`src/hw/serial_port_pkg.sv`:
```
// Overview of operation
// [RULE1] two mode bits select four frame modes
// [RULE2] power bit makes top bit framing flag
// [RULE3] framing flag sets on bad stop, sticky
// [RULE4] modes 2/3 multiprocessor: ninth zero blocks flag
// [RULE5] mode 1 multiprocessor: bad stop blocks flag
// [RULE6] mode 0 multiprocessor bit picks clock 12/4
// [RULE7] receive only while receive enable set
// [RULE8] modes 2/3 send software ninth bit
// [RULE9] ninth status: ninth bit or mode-1 stop
// [RULE10] transmit flag at eighth end or stop start
// [RULE11] receive flag at eighth end or mid-stop
// [RULE12] data address: read receive, write transmit
// [RULE13] software programs slave address register
// [RULE14] masked bits compare received address bits
// [RULE15] unmasked address bits are ignored
// [RULE16] all-zero mask accepts any address
// [RULE17] second port uses own address, mask
// [RULE18] port interrupt needs its own enable
// [RULE19] global enable gates serial interrupts
// [RULE20] priority bit selects higher level
// [RULE21] transmit and receive on two pins
// [RULE22] data write starts frame, flag at end
package serial_port_pkg;

	// register indices; byte address is four times the index
	localparam logic [7:0] IDX_CONTROL  = 8'h98;
	localparam logic [7:0] IDX_DATA     = 8'h99;
	localparam logic [7:0] IDX_SADDR0   = 8'hA9;
	localparam logic [7:0] IDX_SLAVE_ADDRESS_PORT1   = 8'hAA;
	localparam logic [7:0] IDX_MASK0    = 8'hB9;
	localparam logic [7:0] IDX_MASK1    = 8'hBA;
	localparam logic [7:0] IDX_POWER    = 8'hC8;
	localparam logic [7:0] IDX_IRQ_CTRL = 8'hC9;
	localparam logic [7:0] IDX_BAUD_LO  = 8'hCA;
	localparam logic [7:0] IDX_BAUD_HI  = 8'hCB;

	// serial_control fields
	localparam int BIT_MODE_HI = 7;
	localparam int BIT_MODE_LO = 6;
	localparam int BIT_MP      = 5;
	localparam int BIT_REN     = 4;
	localparam int BIT_TB8     = 3;
	localparam int BIT_RB8     = 2;
	localparam int BIT_TI      = 1;
	localparam int BIT_RI      = 0;
	// power_control_register fields
	localparam int BIT_DOUBLE  = 7;
	localparam int BIT_FE_SEL  = 6;
	// interrupt control fields
	localparam int BIT_GIE     = 7;
	localparam int BIT_ES      = 4;
	localparam int BIT_PS      = 0;

	localparam logic [1:0] MODE_SYNC   = 2'h0;
	localparam logic [1:0] MODE_ASYNC8 = 2'h1;
	localparam logic [1:0] MODE_FIXED9 = 2'h2;
	localparam logic [1:0] MODE_VAR9   = 2'h3;

	localparam int SYNC_DIV_SLOW  = 12;
	localparam int SYNC_DIV_FAST  = 4;
	localparam int FIXED_DIV_SLOW = 64;
	localparam int FIXED_DIV_FAST = 32;
	localparam int OVERSAMPLE     = 16;
	localparam logic [3:0] SUB_LAST = 4'(OVERSAMPLE - 1);
	localparam logic [3:0] SUB_HALF = 4'(OVERSAMPLE / 2 - 1);
	localparam logic [3:0] BITS_8   = 4'h8;
	localparam logic [3:0] BITS_9   = 4'h9;
	localparam logic [15:0] BAUD_RESET = 16'h0000;

	localparam logic [1:0] RESP_OKAY   = 2'h0;
	localparam logic [1:0] RESP_SLVERR = 2'h2;

	typedef enum logic [3:0] {
		TX_IDLE  = 4'h1,
		TX_START = 4'h2,
		TX_DATA  = 4'h4,
		TX_STOP  = 4'h8
	} tx_state_t;

	typedef enum logic [3:0] {
		RX_IDLE  = 4'h1,
		RX_START = 4'h2,
		RX_DATA  = 4'h4,
		RX_STOP  = 4'h8
	} rx_state_t;

endpackage

```
`src/hw/serial_port_addr_match.sv`:
```
// Added by the designer: the AXI4-Lite slave port.
`timescale 1ns/1ps
module serial_port_addr_match
	import serial_port_pkg::*;
#(
	parameter int ADDR_W = 12
) (
	input  wire logic              sys_clk,
	input  wire logic              rst,
	input  wire logic [ADDR_W-1:0] s_axi_awaddr,
	input  wire logic              s_axi_awvalid,
	output logic                   s_axi_awready,
	input  wire logic [31:0]       s_axi_wdata,
	input  wire logic [3:0]        s_axi_wstrb,
	input  wire logic              s_axi_wvalid,
	output logic                   s_axi_wready,
	output logic [1:0]             s_axi_bresp,
	output logic                   s_axi_bvalid,
	input  wire logic              s_axi_bready,
	input  wire logic [ADDR_W-1:0] s_axi_araddr,
	input  wire logic              s_axi_arvalid,
	output logic                   s_axi_arready,
	output logic [31:0]            s_axi_rdata,
	output logic [1:0]             s_axi_rresp,
	output logic                   s_axi_rvalid,
	input  wire logic              s_axi_rready,
	output logic                   txd,
	input  wire logic              rxd_in,
	output logic                   rxd_out,
	output logic                   rxd_oe_n,
	input  wire logic [7:0]        port1_rx_byte,
	input  wire logic              port1_rx_valid,
	output logic                   port1_addr_hit,
	output logic                   serial0_irq,
	output logic                   serial0_irq_high
);

	if (ADDR_W < 10) begin : g_bad_addr
		$error("ADDR_W must reach the register index bits");
	end

	// mask bits compare, zero mask bits ignore, all-zero mask accepts all
	function automatic logic addr_match(input logic [7:0] data, input logic [7:0] addr,
		input logic [7:0] mask);
		addr_match = ((data ^ addr) & mask) == 8'h00; // [RULE14] [RULE15] [RULE16]
	endfunction

	logic              aw_held;
	logic              w_held;
	logic [7:0]        widx;
	logic [31:0]       wdata;
	logic [3:0]        wstrb;
	logic              wr_fire;
	logic              ctrl_wr;
	logic              data_wr;
	logic              mode_hi;
	logic              mode_lo;
	logic              mp;
	logic              ren;
	logic              tb8;
	logic              rb8;
	logic              ti;
	logic              ri;
	logic              fe;
	logic              fe_sel;
	logic              double_rate;
	logic              gie;
	logic              es;
	logic              ps;
	logic [7:0]        saddr0;
	logic [7:0]        slave_address_port1;
	logic [7:0]        mask0;
	logic [7:0]        mask1;
	logic [15:0]       baud_div;
	logic [7:0]        rx_data;
	logic [1:0]        mode;
	logic [15:0]       tick_cnt;
	logic [15:0]       tick_period;
	logic              tick;
	logic [3:0]        sync_ph;
	logic [3:0]        sync_last;
	logic              sync_run;
	logic              sync_end;
	tx_state_t         tx_state;
	logic [8:0]        tx_shift;
	logic [3:0]        tx_sub;
	logic [3:0]        tx_bits;
	logic              tx_level;
	logic              tx_can;
	logic              ti_set;
	rx_state_t         rx_state;
	logic [8:0]        rx_shift;
	logic [3:0]        rx_sub;
	logic [3:0]        rx_bits;
	logic              rxd_s1;
	logic              rxd_s2;
	logic              rxd_prev;
	logic [3:0]        nbits;
	logic              rx0_done;
	logic              rxa_done;
	logic              rx_stop;
	logic [7:0]        rxa_byte;
	logic              rx_ninth;
	logic              rx_accept;
	logic              ri_set;
	logic              fe_set;
	logic [8:0]        rd_word;
	logic [8:0]        w_map;

	assign mode  = {mode_hi, mode_lo}; // [RULE1]
	assign nbits = (mode == MODE_ASYNC8) ? BITS_8 : BITS_9;

	// ---------------- bus slave ----------------
	assign wr_fire = aw_held && w_held && !s_axi_bvalid;
	assign ctrl_wr = wr_fire && widx == IDX_CONTROL && wstrb[0];
	assign data_wr = wr_fire && widx == IDX_DATA && wstrb[0];

	// write answers reuse the read decode for the mapped flag
	always_comb begin
		w_map = read_map(widx);
	end

	always_ff @(posedge sys_clk) begin
		if (rst) begin
			aw_held       <= 1'b0;
			w_held        <= 1'b0;
			widx          <= 8'h00;
			wdata         <= 32'h0000_0000;
			wstrb         <= 4'h0;
			s_axi_awready <= 1'b0;
			s_axi_wready  <= 1'b0;
			s_axi_bvalid  <= 1'b0;
			s_axi_bresp   <= RESP_OKAY;
		end else begin
			s_axi_awready <= !aw_held && !(s_axi_awvalid && s_axi_awready);
			s_axi_wready  <= !w_held && !(s_axi_wvalid && s_axi_wready);
			if (s_axi_awvalid && s_axi_awready) begin
				aw_held <= 1'b1;
				widx    <= s_axi_awaddr[9:2];
			end
			if (s_axi_wvalid && s_axi_wready) begin
				w_held <= 1'b1;
				wdata  <= s_axi_wdata;
				wstrb  <= s_axi_wstrb;
			end
			if (wr_fire) begin
				aw_held      <= 1'b0;
				w_held       <= 1'b0;
				s_axi_bvalid <= 1'b1;
				s_axi_bresp  <= w_map[8] ? RESP_OKAY : RESP_SLVERR;
			end else if (s_axi_bvalid && s_axi_bready) begin
				s_axi_bvalid <= 1'b0;
			end
		end
	end

	// bit 8 flags a mapped index; same decode serves reads and write answers
	function automatic logic [8:0] read_map(input logic [7:0] idx);
		if (idx == IDX_CONTROL)
			read_map = {1'b1, fe_sel ? fe : mode_hi, mode_lo, mp, ren, tb8, rb8, ti, ri};
		else if (idx == IDX_DATA)
			read_map = {1'b1, rx_data}; // [RULE12]
		else if (idx == IDX_SADDR0)
			read_map = {1'b1, saddr0};
		else if (idx == IDX_SLAVE_ADDRESS_PORT1)
			read_map = {1'b1, slave_address_port1};
		else if (idx == IDX_MASK0)
			read_map = {1'b1, mask0};
		else if (idx == IDX_MASK1)
			read_map = {1'b1, mask1};
		else if (idx == IDX_POWER)
			read_map = {2'b11, fe_sel, 6'h00};
		else if (idx == IDX_IRQ_CTRL)
			read_map = {2'b11, 2'b00, es, 3'b000, ps};
		else if (idx == IDX_BAUD_LO)
			read_map = {1'b1, baud_div[7:0]};
		else if (idx == IDX_BAUD_HI)
			read_map = {1'b1, baud_div[15:8]};
		else
			read_map = 9'h000;
	endfunction

	always_comb begin
		rd_word = read_map(s_axi_araddr[9:2]);
		if (rd_word[8] && s_axi_araddr[9:2] == IDX_POWER)
			rd_word[BIT_DOUBLE] = double_rate;
		if (rd_word[8] && s_axi_araddr[9:2] == IDX_IRQ_CTRL)
			rd_word[BIT_GIE] = gie;
	end

	always_ff @(posedge sys_clk) begin
		if (rst) begin
			s_axi_arready <= 1'b0;
			s_axi_rvalid  <= 1'b0;
			s_axi_rdata   <= 32'h0000_0000;
			s_axi_rresp   <= RESP_OKAY;
		end else begin
			s_axi_arready <= !s_axi_rvalid && !(s_axi_arvalid && s_axi_arready);
			if (s_axi_arvalid && s_axi_arready) begin
				s_axi_rvalid <= 1'b1;
				s_axi_rdata  <= {24'h000000, rd_word[7:0]};
				s_axi_rresp  <= rd_word[8] ? RESP_OKAY : RESP_SLVERR;
			end else if (s_axi_rvalid && s_axi_rready) begin
				s_axi_rvalid <= 1'b0;
			end
		end
	end

	// ---------------- plain software registers ----------------
	always_ff @(posedge sys_clk) begin
		if (rst) begin
			saddr0      <= 8'h00;
			slave_address_port1      <= 8'h00;
			mask0       <= 8'h00;
			mask1       <= 8'h00;
			fe_sel      <= 1'b0;
			double_rate <= 1'b0;
			gie         <= 1'b0;
			es          <= 1'b0;
			ps          <= 1'b0;
			baud_div    <= BAUD_RESET;
		end else if (wr_fire && wstrb[0]) begin
			if (widx == IDX_SADDR0)
				saddr0 <= wdata[7:0]; // [RULE13]
			else if (widx == IDX_SLAVE_ADDRESS_PORT1)
				slave_address_port1 <= wdata[7:0];
			else if (widx == IDX_MASK0)
				mask0 <= wdata[7:0];
			else if (widx == IDX_MASK1)
				mask1 <= wdata[7:0];
			else if (widx == IDX_POWER) begin
				fe_sel      <= wdata[BIT_FE_SEL];
				double_rate <= wdata[BIT_DOUBLE];
			end else if (widx == IDX_IRQ_CTRL) begin
				gie <= wdata[BIT_GIE];
				es  <= wdata[BIT_ES];
				ps  <= wdata[BIT_PS];
			end else if (widx == IDX_BAUD_LO)
				baud_div[7:0] <= wdata[7:0];
			else if (widx == IDX_BAUD_HI)
				baud_div[15:8] <= wdata[7:0];
		end
	end

	// ---------------- control register and flags ----------------
	// hardware set wins over a software clear in the same cycle
	always_ff @(posedge sys_clk) begin
		if (rst) begin
			mode_hi <= 1'b0;
			mode_lo <= 1'b0;
			mp      <= 1'b0;
			ren     <= 1'b0;
			tb8     <= 1'b0;
			rb8     <= 1'b0;
			ti      <= 1'b0;
			ri      <= 1'b0;
			fe      <= 1'b0;
			rx_data <= 8'h00;
		end else begin
			if (ctrl_wr) begin
				if (!fe_sel)
					mode_hi <= wdata[BIT_MODE_HI]; // [RULE2]
				mode_lo <= wdata[BIT_MODE_LO];
				mp      <= wdata[BIT_MP];
				ren     <= wdata[BIT_REN];
				tb8     <= wdata[BIT_TB8];
				rb8     <= wdata[BIT_RB8];
				ti      <= wdata[BIT_TI];
				ri      <= wdata[BIT_RI];
				if (fe_sel)
					fe <= wdata[BIT_MODE_HI]; // [RULE2]
			end
			if (ti_set)
				ti <= 1'b1; // [RULE10] [RULE22]
			if (fe_set)
				fe <= 1'b1; // [RULE3]
			if (ri_set) begin
				ri      <= 1'b1; // [RULE11]
				rx_data <= rx0_done ? {rxd_s2, rx_shift[8:2]} : rxa_byte;
			end
			if (rxa_done && rx_accept && !(mode == MODE_ASYNC8 && mp))
				rb8 <= rx_ninth; // [RULE9]
		end
	end

	// ---------------- rate generation ----------------
	// modes 2/3 and 1 oversample by sixteen; mode 2 ticks derive from the fixed divide
	assign tick_period = (mode == MODE_FIXED9) ?
		(double_rate ? 16'(FIXED_DIV_FAST / OVERSAMPLE - 1) :
			16'(FIXED_DIV_SLOW / OVERSAMPLE - 1)) : baud_div; // [RULE1]
	assign tick = tick_cnt == 16'h0000;

	always_ff @(posedge sys_clk) begin
		if (rst)
			tick_cnt <= 16'h0000;
		else
			tick_cnt <= tick ? tick_period : tick_cnt - 16'h0001;
	end

	assign sync_last = mp ? 4'(SYNC_DIV_FAST - 1) : 4'(SYNC_DIV_SLOW - 1); // [RULE6]
	assign sync_run  = mode == MODE_SYNC && (tx_state == TX_DATA || rx_state == RX_DATA);
	assign sync_end  = sync_run && sync_ph == sync_last;

	always_ff @(posedge sys_clk) begin
		if (rst || !sync_run)
			sync_ph <= 4'h0;
		else
			sync_ph <= sync_end ? 4'h0 : sync_ph + 4'h1;
	end

	// ---------------- transmitter ----------------
	// a data write while busy is dropped; software waits for the flag
	assign tx_can = tx_state == TX_IDLE && (mode != MODE_SYNC || rx_state == RX_IDLE);
	assign ti_set = tx_state == TX_DATA && (mode == MODE_SYNC ?
		(sync_end && tx_bits == BITS_8 - 4'h1) :
		(tick && tx_sub == SUB_LAST && tx_bits == nbits - 4'h1)); // [RULE10]

	always_ff @(posedge sys_clk) begin
		if (rst) begin
			tx_state <= TX_IDLE;
			tx_shift <= 9'h1FF;
			tx_sub   <= 4'h0;
			tx_bits  <= 4'h0;
		end else begin
			case (tx_state)
				TX_IDLE: begin
					if (data_wr && tx_can) begin // [RULE22]
						tx_shift <= {tb8, wdata[7:0]}; // [RULE8]
						tx_sub   <= 4'h0;
						tx_bits  <= 4'h0;
						tx_state <= (mode == MODE_SYNC) ? TX_DATA : TX_START;
					end
				end
				TX_START: begin
					if (tick) begin
						tx_sub <= tx_sub + 4'h1;
						if (tx_sub == SUB_LAST)
							tx_state <= TX_DATA;
					end
				end
				TX_DATA: begin
					if (mode == MODE_SYNC ? sync_end : (tick && tx_sub == SUB_LAST)) begin
						tx_shift <= {1'b1, tx_shift[8:1]};
						tx_bits  <= tx_bits + 4'h1;
						if (ti_set)
							tx_state <= (mode == MODE_SYNC) ? TX_IDLE : TX_STOP;
					end
					if (tick && mode != MODE_SYNC)
						tx_sub <= tx_sub + 4'h1;
				end
				TX_STOP: begin
					if (tick) begin
						tx_sub <= tx_sub + 4'h1;
						if (tx_sub == SUB_LAST)
							tx_state <= TX_IDLE;
					end
				end
				default: tx_state <= TX_IDLE;
			endcase
		end
	end

	assign tx_level = (tx_state == TX_START) ? 1'b0 :
		(tx_state == TX_DATA) ? tx_shift[0] : 1'b1;

	// mode 0: data on the receive pin, shift clock on the transmit pin
	always_ff @(posedge sys_clk) begin
		if (rst) begin
			txd      <= 1'b1;
			rxd_out  <= 1'b1;
			rxd_oe_n <= 1'b1;
		end else begin
			if (mode == MODE_SYNC)
				txd <= !sync_run || sync_ph > (sync_last >> 1); // [RULE21]
			else
				txd <= tx_level; // [RULE21]
			rxd_out  <= tx_shift[0];
			rxd_oe_n <= !(mode == MODE_SYNC && tx_state == TX_DATA);
		end
	end

	// ---------------- receiver ----------------
	always_ff @(posedge sys_clk) begin
		if (rst) begin
			rxd_s1   <= 1'b1;
			rxd_s2   <= 1'b1;
			rxd_prev <= 1'b1;
		end else begin
			rxd_s1   <= rxd_in;
			rxd_s2   <= rxd_s1;
			rxd_prev <= rxd_s2;
		end
	end

	assign rx0_done  = rx_state == RX_DATA && mode == MODE_SYNC && sync_end &&
		rx_bits == BITS_8 - 4'h1; // [RULE11]
	assign rxa_done  = rx_state == RX_STOP && tick && rx_sub == SUB_LAST;
	assign rx_stop   = rxd_s2;
	assign rxa_byte  = (mode == MODE_ASYNC8) ? rx_shift[8:1] : rx_shift[7:0];
	assign rx_ninth  = (mode == MODE_ASYNC8) ? rx_stop : rx_shift[8];
	assign rx_accept = !ri && ((mode == MODE_ASYNC8) ? (!mp || rx_stop) : // [RULE5]
		(!mp || (rx_ninth && addr_match(rxa_byte, saddr0, mask0)))); // [RULE4] [RULE14]
	assign ri_set    = rx0_done || (rxa_done && rx_accept); // [RULE11]
	assign fe_set    = rxa_done && !rx_stop; // [RULE3]

	always_ff @(posedge sys_clk) begin
		if (rst) begin
			rx_state <= RX_IDLE;
			rx_shift <= 9'h000;
			rx_sub   <= 4'h0;
			rx_bits  <= 4'h0;
		end else if (!ren) begin
			rx_state <= RX_IDLE; // [RULE7]
		end else begin
			case (rx_state)
				RX_IDLE: begin
					rx_sub  <= 4'h0;
					rx_bits <= 4'h0;
					if (mode == MODE_SYNC) begin
						if (!ri && tx_state == TX_IDLE && !data_wr)
							rx_state <= RX_DATA; // [RULE7]
					end else if (rxd_prev && !rxd_s2) begin
						rx_state <= RX_START; // [RULE7]
					end
				end
				RX_START: begin
					if (tick) begin
						rx_sub <= rx_sub + 4'h1;
						if (rx_sub == SUB_HALF) begin
							rx_sub   <= 4'h0;
							rx_state <= rxd_s2 ? RX_IDLE : RX_DATA;
						end
					end
				end
				RX_DATA: begin
					if (mode == MODE_SYNC ? sync_end : (tick && rx_sub == SUB_LAST)) begin
						rx_shift <= {rxd_s2, rx_shift[8:1]};
						rx_bits  <= rx_bits + 4'h1;
						if (mode == MODE_SYNC && rx_bits == BITS_8 - 4'h1)
							rx_state <= RX_IDLE;
						else if (mode != MODE_SYNC && rx_bits == nbits - 4'h1)
							rx_state <= RX_STOP;
					end
					if (tick && mode != MODE_SYNC)
						rx_sub <= rx_sub + 4'h1;
				end
				RX_STOP: begin
					if (tick) begin
						rx_sub <= rx_sub + 4'h1;
						if (rx_sub == SUB_LAST)
							rx_state <= RX_IDLE;
					end
				end
				default: rx_state <= RX_IDLE;
			endcase
		end
	end

	// ---------------- second port match and interrupt ----------------
	always_ff @(posedge sys_clk) begin
		if (rst) begin
			port1_addr_hit   <= 1'b0;
			serial0_irq      <= 1'b0;
			serial0_irq_high <= 1'b0;
		end else begin
			port1_addr_hit   <= port1_rx_valid &&
				addr_match(port1_rx_byte, slave_address_port1, mask1); // [RULE17]
			serial0_irq      <= gie && es && (ti || ri); // [RULE18] [RULE19]
			serial0_irq_high <= gie && es && ps && (ti || ri); // [RULE20]
		end
	end
endmodule

```
`config.mk`:
```
export PLATFORM = sky130hd
export DESIGN_NAME = serial_port_addr_match
export DESIGN_NICKNAME = d
export VERILOG_FILES = /design/src/hw/serial_port_pkg.sv /design/src/hw/serial_port_addr_match.sv
export SDC_FILE = /design/constraint.sdc
export NUM_CORES = 1
export LEC_CHECK = 0
export BUFFER_PORTS_ARGS = -buffer_cell sky130_fd_sc_hd__buf_2
export CAP_MARGIN = 20
export CORE_MARGIN = 4
export CORE_UTILIZATION = 30
export CTS_CLUSTER_DIAMETER = 60
export DETAILED_ROUTE_END_ITERATION = 10
export HOLD_SLACK_MARGIN = 0.06
export PLACE_DENSITY = 0.58
export SETUP_SLACK_MARGIN = 0.2
export SYNTH_ARGS = -nofsm -noshare
export SYNTH_HDL_FRONTEND = slang
export SYNTH_SLANG_ARGS = --single-unit
```
`constraint.sdc`:
```
create_clock -name sys_clk -period 2.23 [get_ports sys_clk]
set_input_delay 0.446 -clock sys_clk [delete_from_list [all_inputs] [get_ports sys_clk]]
set_output_delay 0.446 -clock sys_clk [all_outputs]
set_load 0.01 [all_outputs]
```
==> impl_metrics.json <==
{
  "outcome": "finished with violations",
  "violations": "negative setup slack",
  "wl_per_cell_um": 16.8,
  "dr.pass1.iters": 5,
  "worst_hold_path_type": "primary input to register",
  "fin_skew_ns": 0.00937,
  "cts_sinks": 175,
  "post_drt_via_cell_ratio": 5.08,
  "port_buffers": 62,
  "synth_cells": 1101,
  "cp_slowest_cell": "a2111oi_2",
  "path_cells": "nor2b_4 -> buf_6 -> buf_6 -> mux2i_4 -> mux2i_1 -> a2111oi_2 -> buf_4 -> a31o_4 -> nor3_4 -> a221o_1",
  "fin_nets": 1324,
  "slew_viol_final": 0,
  "cts_hold_buffers": 0,
  "holdPathStages": 2,
  "die_y_um": 183,
  "hp-start": "rxd_in",
  "synth_flop_cell": "dfxtp_1",
  "wl_um": 27500,
  "required_ns": 2.55,
  "stdcell_area_mm2": 0.0117,
  "hpwl_um": 19800,
  "synth_seq_area_share_pct": 38.2,
  "p_total_mw": 8.93,
  "grt_pass1_vias": 7988,
  "grt-ovfl-total": 0,
  "core_region_area_mm2": 0.0299,
  "fillers": 2959,
  "initial_core_util_pct": 30.7,
  "fmax_mhz": 425,
  "place_area_mm2": 0.0106,
  "r2r-end": "rx_data[2]",
  "criticalPathCategory": "register to register",
  "cts_root_buf": "clkbuf_16",
  "max_cap_viol_count": 0,
  "antenna_cells": 0,
  "seqCellArea_mm2": 0.00351,
  "final_common_cell": "dfxtp_1",
  "syn-cell-area_mm2": 0.00917,
  "synth_seq_cells": 175,
  "antenna_found_initial": 4,
  "grt_first_pass_wirelength_um": 42900,
  "cts_tree": "built",
  "setup-violations-final": 37,
  "grt_max_degree": 60,
  "slew_headroom_pct": 48.4,
  "cts.htree.levels": 4,
  "io_pins": 124,
  "worst_hold_path.endpoint": "rxd_s1",
  "drcViolationCount": 0,
  "synth_edf_count": 0,
  "place_congestion": 0.869,
  "layout-drive-gt1-share_pct": 26.7,
  "worst_r2r_path_depth": 10,
  "post-route-util_pct": 39.3,
  "drt_iter0_markers": 583,
  "yosys_warnings": 0,
  "fp.dieW_um": 183,
  "rows": 63,
  "cts_buffer_depth": 2,
  "multi_input_area_mm2": 0.00574,
  "slowest_delay_ns": 0.36,
  "rrSetupSlack_ns": -0.12,
  "startpoint": "mode_lo",
  "post-place-ws_ns": -0.236,
  "grtUsageTotal_pct": 15.8,
  "period_minus_slack_ns": 2.35,
  "synth.avg_cell_area_um2": 8.33,
  "cpMostUsedCell": "buf_6",
  "hold_viol_final": 0,
  "synth.distinct_cells": 72,
  "antenna_left": 0,
  "path_clk_slew_ns": 0.07,
  "startpoint_type": "register",
  "crit_arrival_ns": 2.67,
  "reg2reg_from": "mode_lo",
  "power_density_mw_per_mm2": 761,
  "end_kind": "register",
  "rsz0062_at_grt": "yes",
  "vias": 8332,
  "ir_drop_mv": 0.622,
  "fin_tns_setup_ns": -2.04,
  "post-route-period-util_pct": 105,
  "syn_to_final_growth_pct": 27.9,
  "worstMarginPinSlew_ns": 0.772,
  "dieArea_mm2": 0.0334,
  "crit_fanout": 8,
  "cts_made_buffers": 17,
  "synth_async_sr_flop_share_pct": 0,
  "worst_slack_ns": -0.122,
  "clk_latency_ns": 0.43,
  "final_cell_mix": "171 x dfxtp_1, 133 x nor2_1, 116 x buf_4, 96 x nand2_1, 86 x mux2i_1",
  "p_leak_nw": 4.53
}
[synth_stat cells (7+ instances only)]
cell type  count  area [um2]
nand2b_1      21         131
nand2_1       99         372
nor3_1        23         115
a21oi_1       82         410
nor2_1       143         537
or3_1         10        62.6
nor2b_1       15        93.8
mux2_2         8        90.1
and3_1         7        43.8
nand4_1        7        43.8
a211oi_1      18         135
mux2i_1       94         941
xnor2_1       17         149
and2_1        13        81.3
clkbuf_1      53         199
dfxtp_1      175        3500
or4_1          7        52.6
o21ai_0       40         200
inv_1         22        82.6
buf_4         26         195
xor2_1        21         184
a31oi_1        8        50.1
a221oi_1       9        78.8
nand3_1       40         200
ha_1          10         125
or2_2         10        62.6
buf_1         10        37.5
nor4_1         7        43.8
[layout make-up]
cell class	instances	share of cell area [%]
inverter	22	0.704
multi-input combinational	831	48.9
timing repair buffer	190	11.5
clock buffer	17	3.63
clock inverter	15	1.22
tap	390	4.16
sequential	175	29.9
[flip-flops by register name (all words and copies together) (netlist names), 8 cells and up]
signal and flops:
baud_div 16, mask0 8, mask1 8, rx_data 8, rx_shift 9, s_axi_rdata 8
saddr0 8, slave_address_port1 8, tick_cnt 16, tx_shift 9, wdata 8, widx 8
[worst max path at each step]
stage,to,slack (ns)
floorplan,rx_state[2],-0.03
global placement,rx_data[4],-0.20
detailed placement,rx_data[4],-0.24
CTS,rx_state[3],-0.07
global route,rx_state[3],-0.20
finish,rx_data[2],-0.12
[cells by family after synthesis]
kind of cell    after synthesis  synth area share, %
mux                         102                 11.2
simple gates                432                 23.3
buf+inv                     120                 6.23
compound gates              223                 16.0
flops                       175                 38.2
fa+ha+maj                    10                 1.36
other cells                   1               0.0409
xor+xnor                     38                 3.63
[metrics by stage]
step                      instances  hold WS [ns]
after detailed placement       1591         0.396
after floorplan                1126         0.389
final                          1640         0.209
after CTS                      1631         0.195
after global placement         1591         0.394
after global routing           1640         0.198
[where the power goes]
part | internal, mW | total, mW | switching (mW) | leakage (nW)
registers | 3.33 | 3.53 | 0.206 | 1.42
clock network | 1.49 | 2.94 | 1.45 | 0.278
logic | 1.19 | 2.46 | 1.27 | 2.84
total | 6.00 | 8.93 | 2.93 | 4.53
[critical path, delay by kind of cell, from the launching register on]
| family | cells | cell delay (ns) |
|---|---|---|
| AO/OA/AOI/OAI | 3 | 0.86 |
| buffers and inverters | 3 | 0.47 |
| flip-flops | 1 | 0.33 |
| multiplexers | 2 | 0.36 |
| AND/OR/NAND/NOR | 2 | 0.22 |
[what timing repair did]
item / in CTS / in global routing
resized for setup: 53 / 41
buffers inserted: 8 / 9
gates cloned: 0 / 0
endpoints found under the setup margin: 67 / 85
pin swaps: 11 / 16
[per-layer routing]
layer  part of all wire, %  global-route usage, %
met3                   5.2                   3.41
met4                   1.3                   3.46
met1                    46                   21.3
met2                    47                   26.3
met5                  0.17                      0
No activity file was read; power rests on OpenSTA's default activity.
